$ cat src/rtl/pcr_regs.svh
`ifndef PCR_REGS_SVH
`define PCR_REGS_SVH

// Period of the reference clock that drives the whole block.
`define PCR_CLK_PERIOD_NS 40
// Half period of the indicator blink pattern.
`define PCR_BLINK_HALF_NS 250000000
// Half period of the serial indicator clock.
`define PCR_SER_HALF_NS 400
`define PCR_BLINK_CYCLES (`PCR_BLINK_HALF_NS / `PCR_CLK_PERIOD_NS)
`define PCR_SER_CYCLES (`PCR_SER_HALF_NS / `PCR_CLK_PERIOD_NS)
// Half period, in input clocks, forced by a high strap on the clock pin.
`define PCR_STRAP_FAST_HALF 8'h01
// Reset value of a clock divider counter.
`define PCR_DIV_RST 8'h00

`endif

$ cat src/rtl/pcr_pkg.sv
package pcr_pkg;

    typedef enum logic [1:0] {
        PCR_REF_XTAL_25 = 2'b00,
        PCR_REF_OSC_25 = 2'b01,
        PCR_REF_OSC_50 = 2'b10,
        PCR_REF_OSC_125 = 2'b11
    } pcr_refmode_type;

    typedef enum logic [1:0] {
        PCR_RUN_RESET = 2'b00,
        PCR_RUN_START = 2'b01,
        PCR_RUN_ACTIVE = 2'b10
    } pcr_phase_type;

endpackage

$ cat src/rtl/pcr_top.sv
`timescale 1ns/1ps
`include "pcr_regs.svh"
module pcr_top #(
    parameter int BLINK_CYCLES = `PCR_BLINK_CYCLES,
    parameter int SER_CYCLES = `PCR_SER_CYCLES
) (
    input wire logic clk_i,
    input wire logic arst_n_i,
    input wire logic global_power_hold_i,
    input wire logic clk_squelch_i,
    input wire logic line_recovered_clock_i,
    input wire logic ref_clock_output_i,
    input wire logic reference_select_bit0_i,
    input wire logic reference_select_bit1_i,
    input wire logic ref_clk_enable_i,
    input wire logic [7:0] ref_clk_half_i,
    input wire logic rcv_clk_enable_i,
    input wire logic [7:0] rcv_clk_half_i,
    input wire logic serial_mode_i,
    input wire logic blink_enable_i,
    input wire logic indicator_a_on_i,
    input wire logic indicator_b_on_i,
    input wire logic link_fail_detect_i,
    output logic power_down_o,
    output logic ref_clock_output_o,
    output logic ref_clock_output_oe_o,
    output logic line_recovered_clock_out_o,
    output logic indicator_out_a_o,
    output logic indicator_out_b_o,
    output logic link_loss_alert_o,
    output pcr_pkg::pcr_refmode_type ref_mode_o,
    output logic ref_strap_o
);
    import pcr_pkg::*;

    localparam int BW = $clog2(BLINK_CYCLES + 1);
    localparam int SW = $clog2(SER_CYCLES + 1);

    typedef struct packed {
        logic [1:0] rst;
        logic hold_m;
        logic hold_s;
        logic hold_prev;
        logic sq_m;
        logic sq_s;
        logic rc_m;
        logic rc_s;
        logic rc_prev;
        logic pin_m;
        logic pin_s;
        logic [1:0] sel_m;
        logic [1:0] sel_s;
        pcr_phase_type phase;
        logic strap;
        pcr_refmode_type refmode;
        logic pwr_dn;
        logic [7:0] cko_cnt;
        logic cko;
        logic cko_oe;
        logic [7:0] rco_cnt;
        logic rco;
        logic [BW-1:0] blink_cnt;
        logic blink_ph;
        logic [SW-1:0] ser_cnt;
        logic ser_clk;
        logic ser_bit;
        logic [1:0] ser_sh;
        logic ind_a;
        logic ind_b;
        logic alert;
    } pcr_state_type;

    pcr_state_type s_reg;
    pcr_state_type s_next;
    logic run;

    // Advances a half-period counter; bit 8 asks the output to toggle.
    function automatic logic [8:0] div_step(input logic [7:0] cnt,
                                            input logic [7:0] half);
        logic [7:0] lim;
        lim = (half == 8'h00) ? 8'h01 : half;
        if (cnt + 8'h01 >= lim) begin
            div_step = {1'b1, `PCR_DIV_RST};
        end else begin
            div_step = {1'b0, cnt + 8'h01};
        end
    endfunction

    assign run = s_reg.rst[1];

    ////////////////////////////////////////////////////////////////////////
    always_comb begin
        logic [8:0] step;
        logic [7:0] half;
        logic rc_rise;
        logic rco_live;
        logic ser_tick;
        step = 9'h000;
        half = 8'h00;
        rc_rise = 1'b0;
        rco_live = 1'b0;
        ser_tick = 1'b0;
        s_next = s_reg;
        s_next.rst = {s_reg.rst[0], 1'b1};
        s_next.hold_m = global_power_hold_i;
        s_next.hold_s = s_reg.hold_m;
        s_next.hold_prev = s_reg.hold_s;
        s_next.sq_m = clk_squelch_i;
        s_next.sq_s = s_reg.sq_m;
        s_next.rc_m = line_recovered_clock_i;
        s_next.rc_s = s_reg.rc_m;
        s_next.rc_prev = s_reg.rc_s;
        s_next.pin_m = ref_clock_output_i;
        s_next.pin_s = s_reg.pin_m;
        s_next.sel_m = {reference_select_bit1_i, reference_select_bit0_i};
        s_next.sel_s = s_reg.sel_m;
        if (!run) begin
            // Phase, power, clock outputs and indicators sit at their defaults; strap, mode and timers hold.
            s_next.phase = PCR_RUN_RESET;
            s_next.pwr_dn = 1'b1;
            s_next.cko = 1'b0;
            s_next.cko_oe = 1'b0;
            s_next.cko_cnt = `PCR_DIV_RST;
            s_next.rco = 1'b0;
            s_next.rco_cnt = `PCR_DIV_RST;
            s_next.ind_a = 1'b1;
            s_next.ind_b = 1'b1;
            s_next.alert = 1'b0;
        end else begin
            case (s_reg.phase)
                PCR_RUN_RESET: begin
                    s_next.strap = s_reg.pin_s;
                    s_next.refmode = pcr_refmode_type'(s_reg.sel_s);
                    s_next.phase = PCR_RUN_START;
                end
                PCR_RUN_START: begin
                    s_next.phase = PCR_RUN_ACTIVE;
                end
                PCR_RUN_ACTIVE: begin
                    s_next.phase = PCR_RUN_ACTIVE;
                end
                default: begin
                    s_next.phase = PCR_RUN_RESET;
                end
            endcase
            s_next.pwr_dn = s_reg.hold_s;
            // The clock pin is released during reset so the strap can be read.
            s_next.cko_oe = 1'b1;
            half = s_reg.strap ? `PCR_STRAP_FAST_HALF : ref_clk_half_i;
            if (ref_clk_enable_i && s_reg.phase == PCR_RUN_ACTIVE) begin
                step = div_step(s_reg.cko_cnt, half);
                s_next.cko_cnt = step[7:0];
                s_next.cko = s_reg.cko ^ step[8];
            end else begin
                s_next.cko_cnt = `PCR_DIV_RST;
                s_next.cko = 1'b0;
            end
            rc_rise = s_reg.rc_s && !s_reg.rc_prev;
            rco_live = rcv_clk_enable_i && !s_reg.sq_s && !s_reg.pwr_dn;
            if (rco_live) begin
                if (rc_rise) begin
                    step = div_step(s_reg.rco_cnt, rcv_clk_half_i);
                    s_next.rco_cnt = step[7:0];
                    s_next.rco = s_reg.rco ^ step[8];
                end
            end else begin
                s_next.rco_cnt = `PCR_DIV_RST;
                s_next.rco = 1'b0;
            end
            // Blink and serial timing both restart when the power hold lets go.
            if (s_reg.hold_prev && !s_reg.hold_s) begin
                s_next.blink_cnt = '0;
                s_next.blink_ph = 1'b1;
                s_next.ser_cnt = '0;
                s_next.ser_clk = 1'b0;
                s_next.ser_bit = 1'b0;
            end else begin
                if (s_reg.blink_cnt == BW'(BLINK_CYCLES - 1)) begin
                    s_next.blink_cnt = '0;
                    s_next.blink_ph = !s_reg.blink_ph;
                end else begin
                    s_next.blink_cnt = s_reg.blink_cnt + BW'(1);
                end
                ser_tick = (s_reg.ser_cnt == SW'(SER_CYCLES - 1));
                if (ser_tick) begin
                    s_next.ser_cnt = '0;
                    s_next.ser_clk = !s_reg.ser_clk;
                    if (s_reg.ser_clk) begin
                        // Data moves on the falling serial clock edge.
                        s_next.ser_bit = !s_reg.ser_bit;
                        if (s_reg.ser_bit) begin
                            s_next.ser_sh = {indicator_a_on_i,
                                             indicator_b_on_i};
                        end else begin
                            s_next.ser_sh = {s_reg.ser_sh[0], 1'b0};
                        end
                    end
                end else begin
                    s_next.ser_cnt = s_reg.ser_cnt + SW'(1);
                end
            end
            if (s_reg.pwr_dn) begin
                s_next.ind_a = 1'b1;
                s_next.ind_b = 1'b1;
                s_next.alert = 1'b0;
            end else begin
                if (serial_mode_i) begin
                    s_next.ind_a = !s_reg.ser_sh[1];
                    s_next.ind_b = s_reg.ser_clk;
                end else begin
                    s_next.ind_a = !(indicator_a_on_i
                        && (!blink_enable_i || s_reg.blink_ph));
                    s_next.ind_b = !(indicator_b_on_i
                        && (!blink_enable_i || s_reg.blink_ph));
                end
                s_next.alert = link_fail_detect_i;
            end
        end
    end

    ////////////////////////////////////////////////////////////////////////
    always_ff @(posedge clk_i or negedge arst_n_i) begin
        if (!arst_n_i) begin
            s_reg <= '0;
            s_reg.pwr_dn <= 1'b1;
            s_reg.ind_a <= 1'b1;
            s_reg.ind_b <= 1'b1;
        end else begin
            s_reg <= s_next;
        end
    end

    assign power_down_o = s_reg.pwr_dn;
    assign ref_clock_output_o = s_reg.cko;
    assign ref_clock_output_oe_o = s_reg.cko_oe;
    assign line_recovered_clock_out_o = s_reg.rco;
    assign indicator_out_a_o = s_reg.ind_a;
    assign indicator_out_b_o = s_reg.ind_b;
    assign link_loss_alert_o = s_reg.alert;
    assign ref_mode_o = s_reg.refmode;
    assign ref_strap_o = s_reg.strap;
endmodule

$ cat config.mk
export PLATFORM = sky130hd
export DESIGN_NAME = pcr_top
export DESIGN_NICKNAME = d
export VERILOG_FILES = /design/src/rtl/pcr_pkg.sv /design/src/rtl/pcr_top.sv
export VERILOG_INCLUDE_DIRS = /design/src /design/src/rtl
export SDC_FILE = /design/constraint.sdc
export NUM_CORES = 1
export LEC_CHECK = 0
export BUFFER_PORTS_ARGS = -buffer_cell sky130_fd_sc_hd__buf_2
export CAP_MARGIN = 10
export CORE_ASPECT_RATIO = 1.4
export CORE_MARGIN = 3
export CORE_UTILIZATION = 55
export DETAILED_ROUTE_END_ITERATION = 12
export HOLD_SLACK_MARGIN = 0.12
export PLACE_DENSITY = 0.72
export SLEW_MARGIN = 10
export SYNTH_ARGS = -nofsm -noshare
export SYNTH_HDL_FRONTEND = slang
export SYNTH_SLANG_ARGS = --single-unit
$ cat constraint.sdc
create_clock -name clk_i -period 4.19 [get_ports clk_i]
set_input_delay 0.419 -clock clk_i [delete_from_list [all_inputs] [get_ports clk_i]]
set_output_delay 0.419 -clock clk_i [all_outputs]
set_load 0.02 [all_outputs]
==> metrics.yaml, run 1 <==
pwr:
  power_leakage_nw: 2.08
  p_int_mw: 1.30
  p_comb_frac: 0.131
  p_seq_frac: 0.492
  p_switching_uw: 451
  p_per_area_nw_per_um2: 407
  switching_share: 0.257
  total_power_mw: 1.75
  max-vdd-ir-drop_v: 0.000259
  clockPowerShare: 0.378
final_layout:
  layout_common_cells: "dfrtp_1 (73), nor2_1 (42), buf_2 (39)"
  n_fill_cell: 522
  instances_no_fill: 501
  nets: 458
  layout_commonest_cell: "dfrtp_1"
  n_antenna_cell: 0
  largest_reg_flops: 56
  drive_gt1_frac: 0.171
  areaGrowthSynthToFinish_pct: 14.2
cts:
  cts_tree: "done"
  clock_latency_ps: 340
  cts_resized: 0
  postCtsHoldBufs: 0
  cts.path.max_buffers: 2
  numCtsBuffers: 9
  htree_levels: 3
  clock_sinks: 76
  clkTransAtPathRegs_ps: 80
  ctsRootBufferMaster: "clkbuf_8"
  post_cts_buffers: 0
placed_design:
  dpl.hpwl_um: 4880
  io_buffers: 40
  dp_slack_ps: 1580
  dp_cells: 485
  finalWeightedCongestion: 0.819
critical_path:
  critPathArrivalTime_ps: 2810
  r2r_end: "s_reg[38]$_DFFE_PN0P_"
  timing.rr.start: "s_reg[36]$_DFFE_PN0P_"
  ff2ff_setup_slack_ps: 1660
  crit_fanout: 8
  startpoint_type: "flop"
  required_ps: 4470
  worst_setup_path_end_kind: "flop"
  r2r_cells: 10
  crit_type: "flop to flop"
  startpoint: "s_reg[36]$_DFFE_PN0P_"
die:
  rows: 35
  die_area_um2: 7890
  core-area_um2: 6610
  io_pins: 41
  start_util: 0.569
  dieHeight_um: 104
  die_w_um: 75.9
synth:
  synth-seq-cells: 76
  synth_flop_cell: "dfrtp_1"
  synth_edf_count: 0
  synth_top_area_frac: 0.485
  synth_area_um2: 3760
  avgSynthCellArea_um2: 10.5
  synth.distinct_cells: 51
  async_reset_ff_frac: 1.00
  synth_warnings: 0
  yosysTopAreaCell: "dfrtp_1"
  syn-num-nets: 411
  yosysSeqAreaShare: 0.506
  synthTopCellsByArea: "dfrtp_1 (49%), ha_1 (7.6%), xor2_1 (5.1%)"
  syn-instance-count: 357
timing:
  finalClockSkew_ps: 8.50
  final_hold_viol_count: 0
  min_period_ps: 2530
  setup_slack_ps: 1660
  relSlewSlack: 0.393
  finalSetupViolCount: 0
  clock.fmax_ghz: 0.395
  worst_pin_slew_ps: 911
  rsz0062_at_grt: "false"
  fin_crit_sh: 0.604
  setup_tns_ps: 0
  whs_ps: 176
  slew_violations: 0
routing:
  drtIter0Drc: 43
  drc: 0
  wire_per_inst_um: 13.3
  ant_nets: 0
  wl_um: 6660
  via_per_inst: 5.38
  dr.pass1.iters: 4
  vias: 2694
min_path:
  hold_class: "input pin to flop"
  holdCritStartpoint: "clk_squelch_i"
  worstHoldPathCells: 1
  holdPathEnd: "s_next[69]$_DFF_PN0_"
global_routing:
  antenna_found_initial: 0
  grt_pass1_wl_um: 11600
  grt_max_degree: 77
  grt.total_usage: 0.179
  grt_pass1_vias: 2732
  grt-ovfl-total: 0
outcome:
  status: "finished, final reports clean"
flow_run:
  maxCapViolations: 0
## power by group through the flow
| stage | registers [mW] | logic [mW] | clock network [mW] |
|---|---|---|---|
| floorplan | 0.870 | 0.163 | 0 |
| global placement | 0.873 | 0.225 | 0 |
| detailed placement | 0.875 | 0.232 | 0 |
| CTS | 0.861 | 0.234 | 0.679 |
| global route | 0.871 | 0.264 | 0.709 |
| finish | 0.860 | 0.229 | 0.661 |
## cell type report
class | instances | area (µm²) | area share
sequential | 76 | 1910 | 0.443
multi-input combinational | 260 | 1770 | 0.412
timing repair buffer | 41 | 210 | 0.0489
clock buffer | 10 | 128 | 0.0297
tap | 92 | 115 | 0.0268
clock inverter | 6 | 111 | 0.0259
inverter | 16 | 60.1 | 0.0140
## cell families after synthesis
family / share of synthesized area
compound gates: 0.0941
xor+xnor: 0.0768
fa+ha+maj: 0.0765
buf+inv: 0.0236
flops: 0.506
mux: 0.0199
other cells: 0.000996
simple gates: 0.202
## layer usage
metal	wire length (µm)	GRT usage	vias to the layer above
li1	-	-	1335
met1	2800	0.200	1322
met2	3600	0.321	27
met3	164	0.0477	10
met4	93	0.0738	0
met5	0	0	-
## cell usage after synthesis (4+ instances only)
cell	number
a22o_1	8
nor2b_1	10
nand2_1	33
inv_1	15
nand2b_1	4
ha_1	23
nand3_1	23
xor2_1	22
dfrtp_1	73
and3_1	6
nor2_1	42
xnor2_1	11
nand4_1	10
a21oi_1	7
o21ai_0	11
## through the flow
stage,utilization,area [µm²]
3_5_place_dp,0.614,4060
3_3_place_gp,0.614,4060
2_1_floorplan,-,3760
6_report,0.650,4300
5_1_grt,0.650,4300
4_1_cts,0.650,4300
## worst max-delay path: stages, from the launching register on
cell      delay, ps
dfrtp_1         460
ha_1            270
nand3_1         130
nor2_1          150
xor2_1          230
ha_1            260
nand2_1          80
o21a_1          160
o211ai_2        140
nor3b_4         380
a22o_1          210
## worst max path at each step
stage	to	slack [ps]	cells past startpoint
3_5_place_dp	s_reg[38]$_DFFE_PN0P_	1580	9
2_1_floorplan	s_reg[41]$_DFFE_PN0P_	1920	8
4_1_cts	s_reg[38]$_DFFE_PN0P_	1660	10
6_report	s_reg[38]$_DFFE_PN0P_	1660	10
3_3_place_gp	s_reg[38]$_DFFE_PN0P_	1690	9
5_1_grt	s_reg[38]$_DFFE_PN0P_	1410	10
No activity file was read; power rests on OpenSTA's default activity.
==> run 2, diff against run 1 <==
Settings changed: CORE_UTILIZATION 55 to 53, PLACE_DENSITY 0.72 to 0.73.
Clock period 4.19 ns to 2.05 ns, I/O delays scaled along.
==> metrics.yaml, run 2 (same netlist as run 1, synthesis figures left out) <==
cts:
  clock_latency_ps: 340  # about the same
  cts.path.max_buffers: 2  # unchanged
  htree_levels: 3  # unchanged
  clock_sinks: 76  # unchanged
  cts_tree: "done"  # unchanged
  numCtsBuffers: 9  # unchanged
  ctsRootBufferMaster: "clkbuf_8"  # unchanged
  clkTransAtPathRegs_ps: 80  # about the same
timing:
  whs_ps: 141  # was 176 ps
  final_hold_viol_count: 0  # unchanged
  fin_crit_sh: 1.16  # was 0.604
  setup_slack_ps: -329  # was 1660 ps
  finalSetupViolCount: 18  # was 0
  finalClockSkew_ps: 7.12  # was 8.50 ps
  clock.fmax_ghz: 0.420  # was 0.395 GHz
  slew_violations: 0  # unchanged
  min_period_ps: 2380  # was 2530 ps
  rsz0062_at_grt: "true"  # was false
pwr:
  p_seq_frac: 0.532  # was 0.492
  total_power_mw: 3.32  # was 1.75 mW
  p_comb_frac: 0.162  # was 0.131
  p_int_mw: 2.37  # was 1.30 mW
  clockPowerShare: 0.306  # was 0.378
  power_leakage_nw: 2.36  # was 2.08 nW
  switching_share: 0.288  # was 0.257
  p_per_area_nw_per_um2: 682  # was 407 nW/µm²
  max-vdd-ir-drop_v: 0.000521  # was 0.000259 V
  p_switching_uw: 958  # was 451 µW
critical_path:
  worst_setup_path_end_kind: "flop"  # unchanged
  ff2ff_setup_slack_ps: -330  # was 1660 ps
  crit_fanout: 4  # was 8
  cp_slowest_cell: "dfrtp_2"  # was dfrtp_1
  critPathMostFrequentCell: "buf_6"  # was ha_1
  timing.rr.start: "s_reg[36]$_DFFE_PN0P_"  # unchanged
  crit_chain: "buf_6 -> nand3_1 -> xnor2_2 -> ha_1 -> o21ai_0 -> a211o_1 -> buf_4 -> buf_6 -> o21ai_4 -> a21oi_2 -> a31o_2"  # was ha_1 -> nand3_1 -> nor2_1 -> xor2_1 -> ha_1 -> nand2_1 -> o21a_1 -> o211ai_2 -> nor3b_4 -> a22o_1
  crit_buf_inv: 3  # was 0
  crit_type: "flop to flop"  # unchanged
  required_ps: 2290  # was 4470 ps
  cpPeakStageDelay_ps: 430  # was 460 ps
  critPathArrivalTime_ps: 2610  # was 2810 ps
  r2r_end: "line_recovered_clock_out_o$_DFFE_PN0P_"  # was s_reg[38]$_DFFE_PN0P_
  r2r_cells: 11  # was 10
  critPathTopFamily: "compound AO/OA/AOI/OAI gates"  # was simple AND/OR/NAND/NOR gates
  startpoint_type: "flop"  # unchanged
routing:
  dr.pass1.iters: 4  # unchanged
  vias: 2899  # was 2694
  drc: 0  # unchanged
  wl_um: 7900  # was 6660 µm
  ant_nets: 0  # unchanged
  drtIter0Drc: 94  # was 43
  wire_per_inst_um: 14.2  # was 13.3 µm
  via_per_inst: 5.20  # was 5.38
final_layout:
  layout_commonest_cell: "dfrtp_1"  # unchanged
  n_fill_cell: 530  # was 522
  nets: 515  # was 458
  drive_gt1_frac: 0.311  # was 0.171
  areaGrowthSynthToFinish_pct: 29.4  # was 14.2%
  layout_common_cells: "dfrtp_1 (71), buf_4 (45), buf_2 (39)"  # was dfrtp_1 (73), nor2_1 (42), buf_2 (39)
  n_antenna_cell: 0  # unchanged
  utilization: 0.722  # was 0.650
  largest_reg_flops: 56  # unchanged
die:
  start_util: 0.558  # was 0.569
  rows: 35  # unchanged
  die_w_um: 77.2  # was 75.9 µm
  core-area_um2: 6740  # was 6610 µm²
  die_area_um2: 8160  # was 7890 µm²
  dieHeight_um: 106  # was 104 µm
  io_pins: 41  # unchanged
global_routing:
  grt_pass1_wl_um: 13300  # was 11600 µm
  antenna_found_initial: 0  # unchanged
  grt.total_usage: 0.204  # was 0.179
  grt_pass1_vias: 3016  # was 2732
  grt-ovfl-total: 0  # unchanged
  grt_max_degree: 32  # was 77
min_path:
  holdPathEnd: "indicator_out_b_o$_DFF_PN1_"  # was s_next[69]$_DFF_PN0_
  hold_class: "input pin to flop"  # unchanged
  worstHoldPathCells: 3  # was 1
  holdCritStartpoint: "serial_mode_i"  # was clk_squelch_i
flow_run:
  maxCapViolations: 0  # unchanged
outcome:
  status: "finished, violations left"  # was finished, final reports clean
  violations: "setup timing"
placed_design:
  dp_slack_ps: -303  # was 1580 ps
  dpl.hpwl_um: 5430  # was 4880 µm
  finalWeightedCongestion: 0.853  # was 0.819
  io_buffers: 40  # unchanged
[run 2: changes by cell type in the layout (fill, tap and decap cells not counted), moves of 3 or more]
cell | previous run | this run
buf_4 | 2 | 45
buf_6 | 0 | 4
bufinv_16 | 3 | 0
dlygate4sd3_1 | 0 | 9
nand3_1 | 23 | 17
nand3_2 | 0 | 4
nor2_1 | 42 | 38
xnor2_1 | 11 | 8
xnor2_2 | 0 | 3
[run 2: area by class of cell]
| type | instances | area [µm²] | share of cell area |
|---|---|---|---|
| Clock inverter | 5 | 37.5 | 0.00771 |
| Timing Repair Buffer | 98 | 688 | 0.141 |
| Sequential cell | 76 | 1910 | 0.392 |
| Multi-Input combinational cell | 260 | 1920 | 0.394 |
| Clock buffer | 11 | 141 | 0.0290 |
| Tap cell | 92 | 115 | 0.0236 |
| Inverter | 16 | 61.3 | 0.0126 |
[run 2: power by group through the flow]
stage / sequential [mW] / clock [mW] / combinational [mW]
after floorplan: 1.78 / 0 / 0.335
after global placement: 1.79 / 0 / 0.487
after detailed placement: 1.79 / 0 / 0.512
after CTS: 1.77 / 1.06 / 0.536
after global routing: 1.79 / 1.13 / 0.620
final: 1.77 / 1.02 / 0.539
[run 2: worst max-delay path by stage]
stage,start,to,slack (ps),cells past startpoint
global placement,rcv_clk_half_i[4],s_reg[41]$_DFFE_PN0P_,-230,9
CTS,s_reg[37]$_DFFE_PN0P_,s_reg[36]$_DFFE_PN0P_,-320,11
floorplan,s_reg[38]$_DFFE_PN0P_,s_reg[36]$_DFFE_PN0P_,-160,10
finish,s_reg[36]$_DFFE_PN0P_,line_recovered_clock_out_o$_DFFE_PN0P_,-330,11
detailed placement,s_reg[36]$_DFFE_PN0P_,s_reg[41]$_DFFE_PN0P_,-300,10
global route,s_reg[36]$_DFFE_PN0P_,s_reg[36]$_DFFE_PN0P_,-430,10
[run 2: routing by layer]
metal  share of wire  vias to the layer above  wire length (µm)  global-route usage
met4           0.020                        0               161              0.0776
li1                -                     1452                 -                   -
met1            0.41                     1392              3250               0.231
met5               0                        -                 0                   0
met3           0.022                       16               177              0.0385
met2            0.55                       39              4310               0.376
[run 2: through the flow]
| stage | cells | area, µm² | setup TNS (ps) |
|---|---|---|---|
| 2_1_floorplan | 357 | 3800 | -734 |
| 3_3_place_gp | 518 | 4360 | -3210 |
| 3_5_place_dp | 518 | 4360 | -4140 |
| 4_1_cts | 553 | 4770 | -3290 |
| 5_1_grt | 558 | 4870 | -5880 |
| 6_report | 558 | 4870 | -3640 |
[run 2: what timing repair did]
action	in CTS	in global routing
resized for setup	15	14
hold buffers	9	0
pin swaps	12	10
endpoints found under the hold margin	36	0
endpoints found under the setup margin	18	18
buffers inserted	10	5
[run 2: worst min-delay path, stage by stage]
cell and delay (ps):
buf_2 110, mux2i_1 70, nand2_1 60
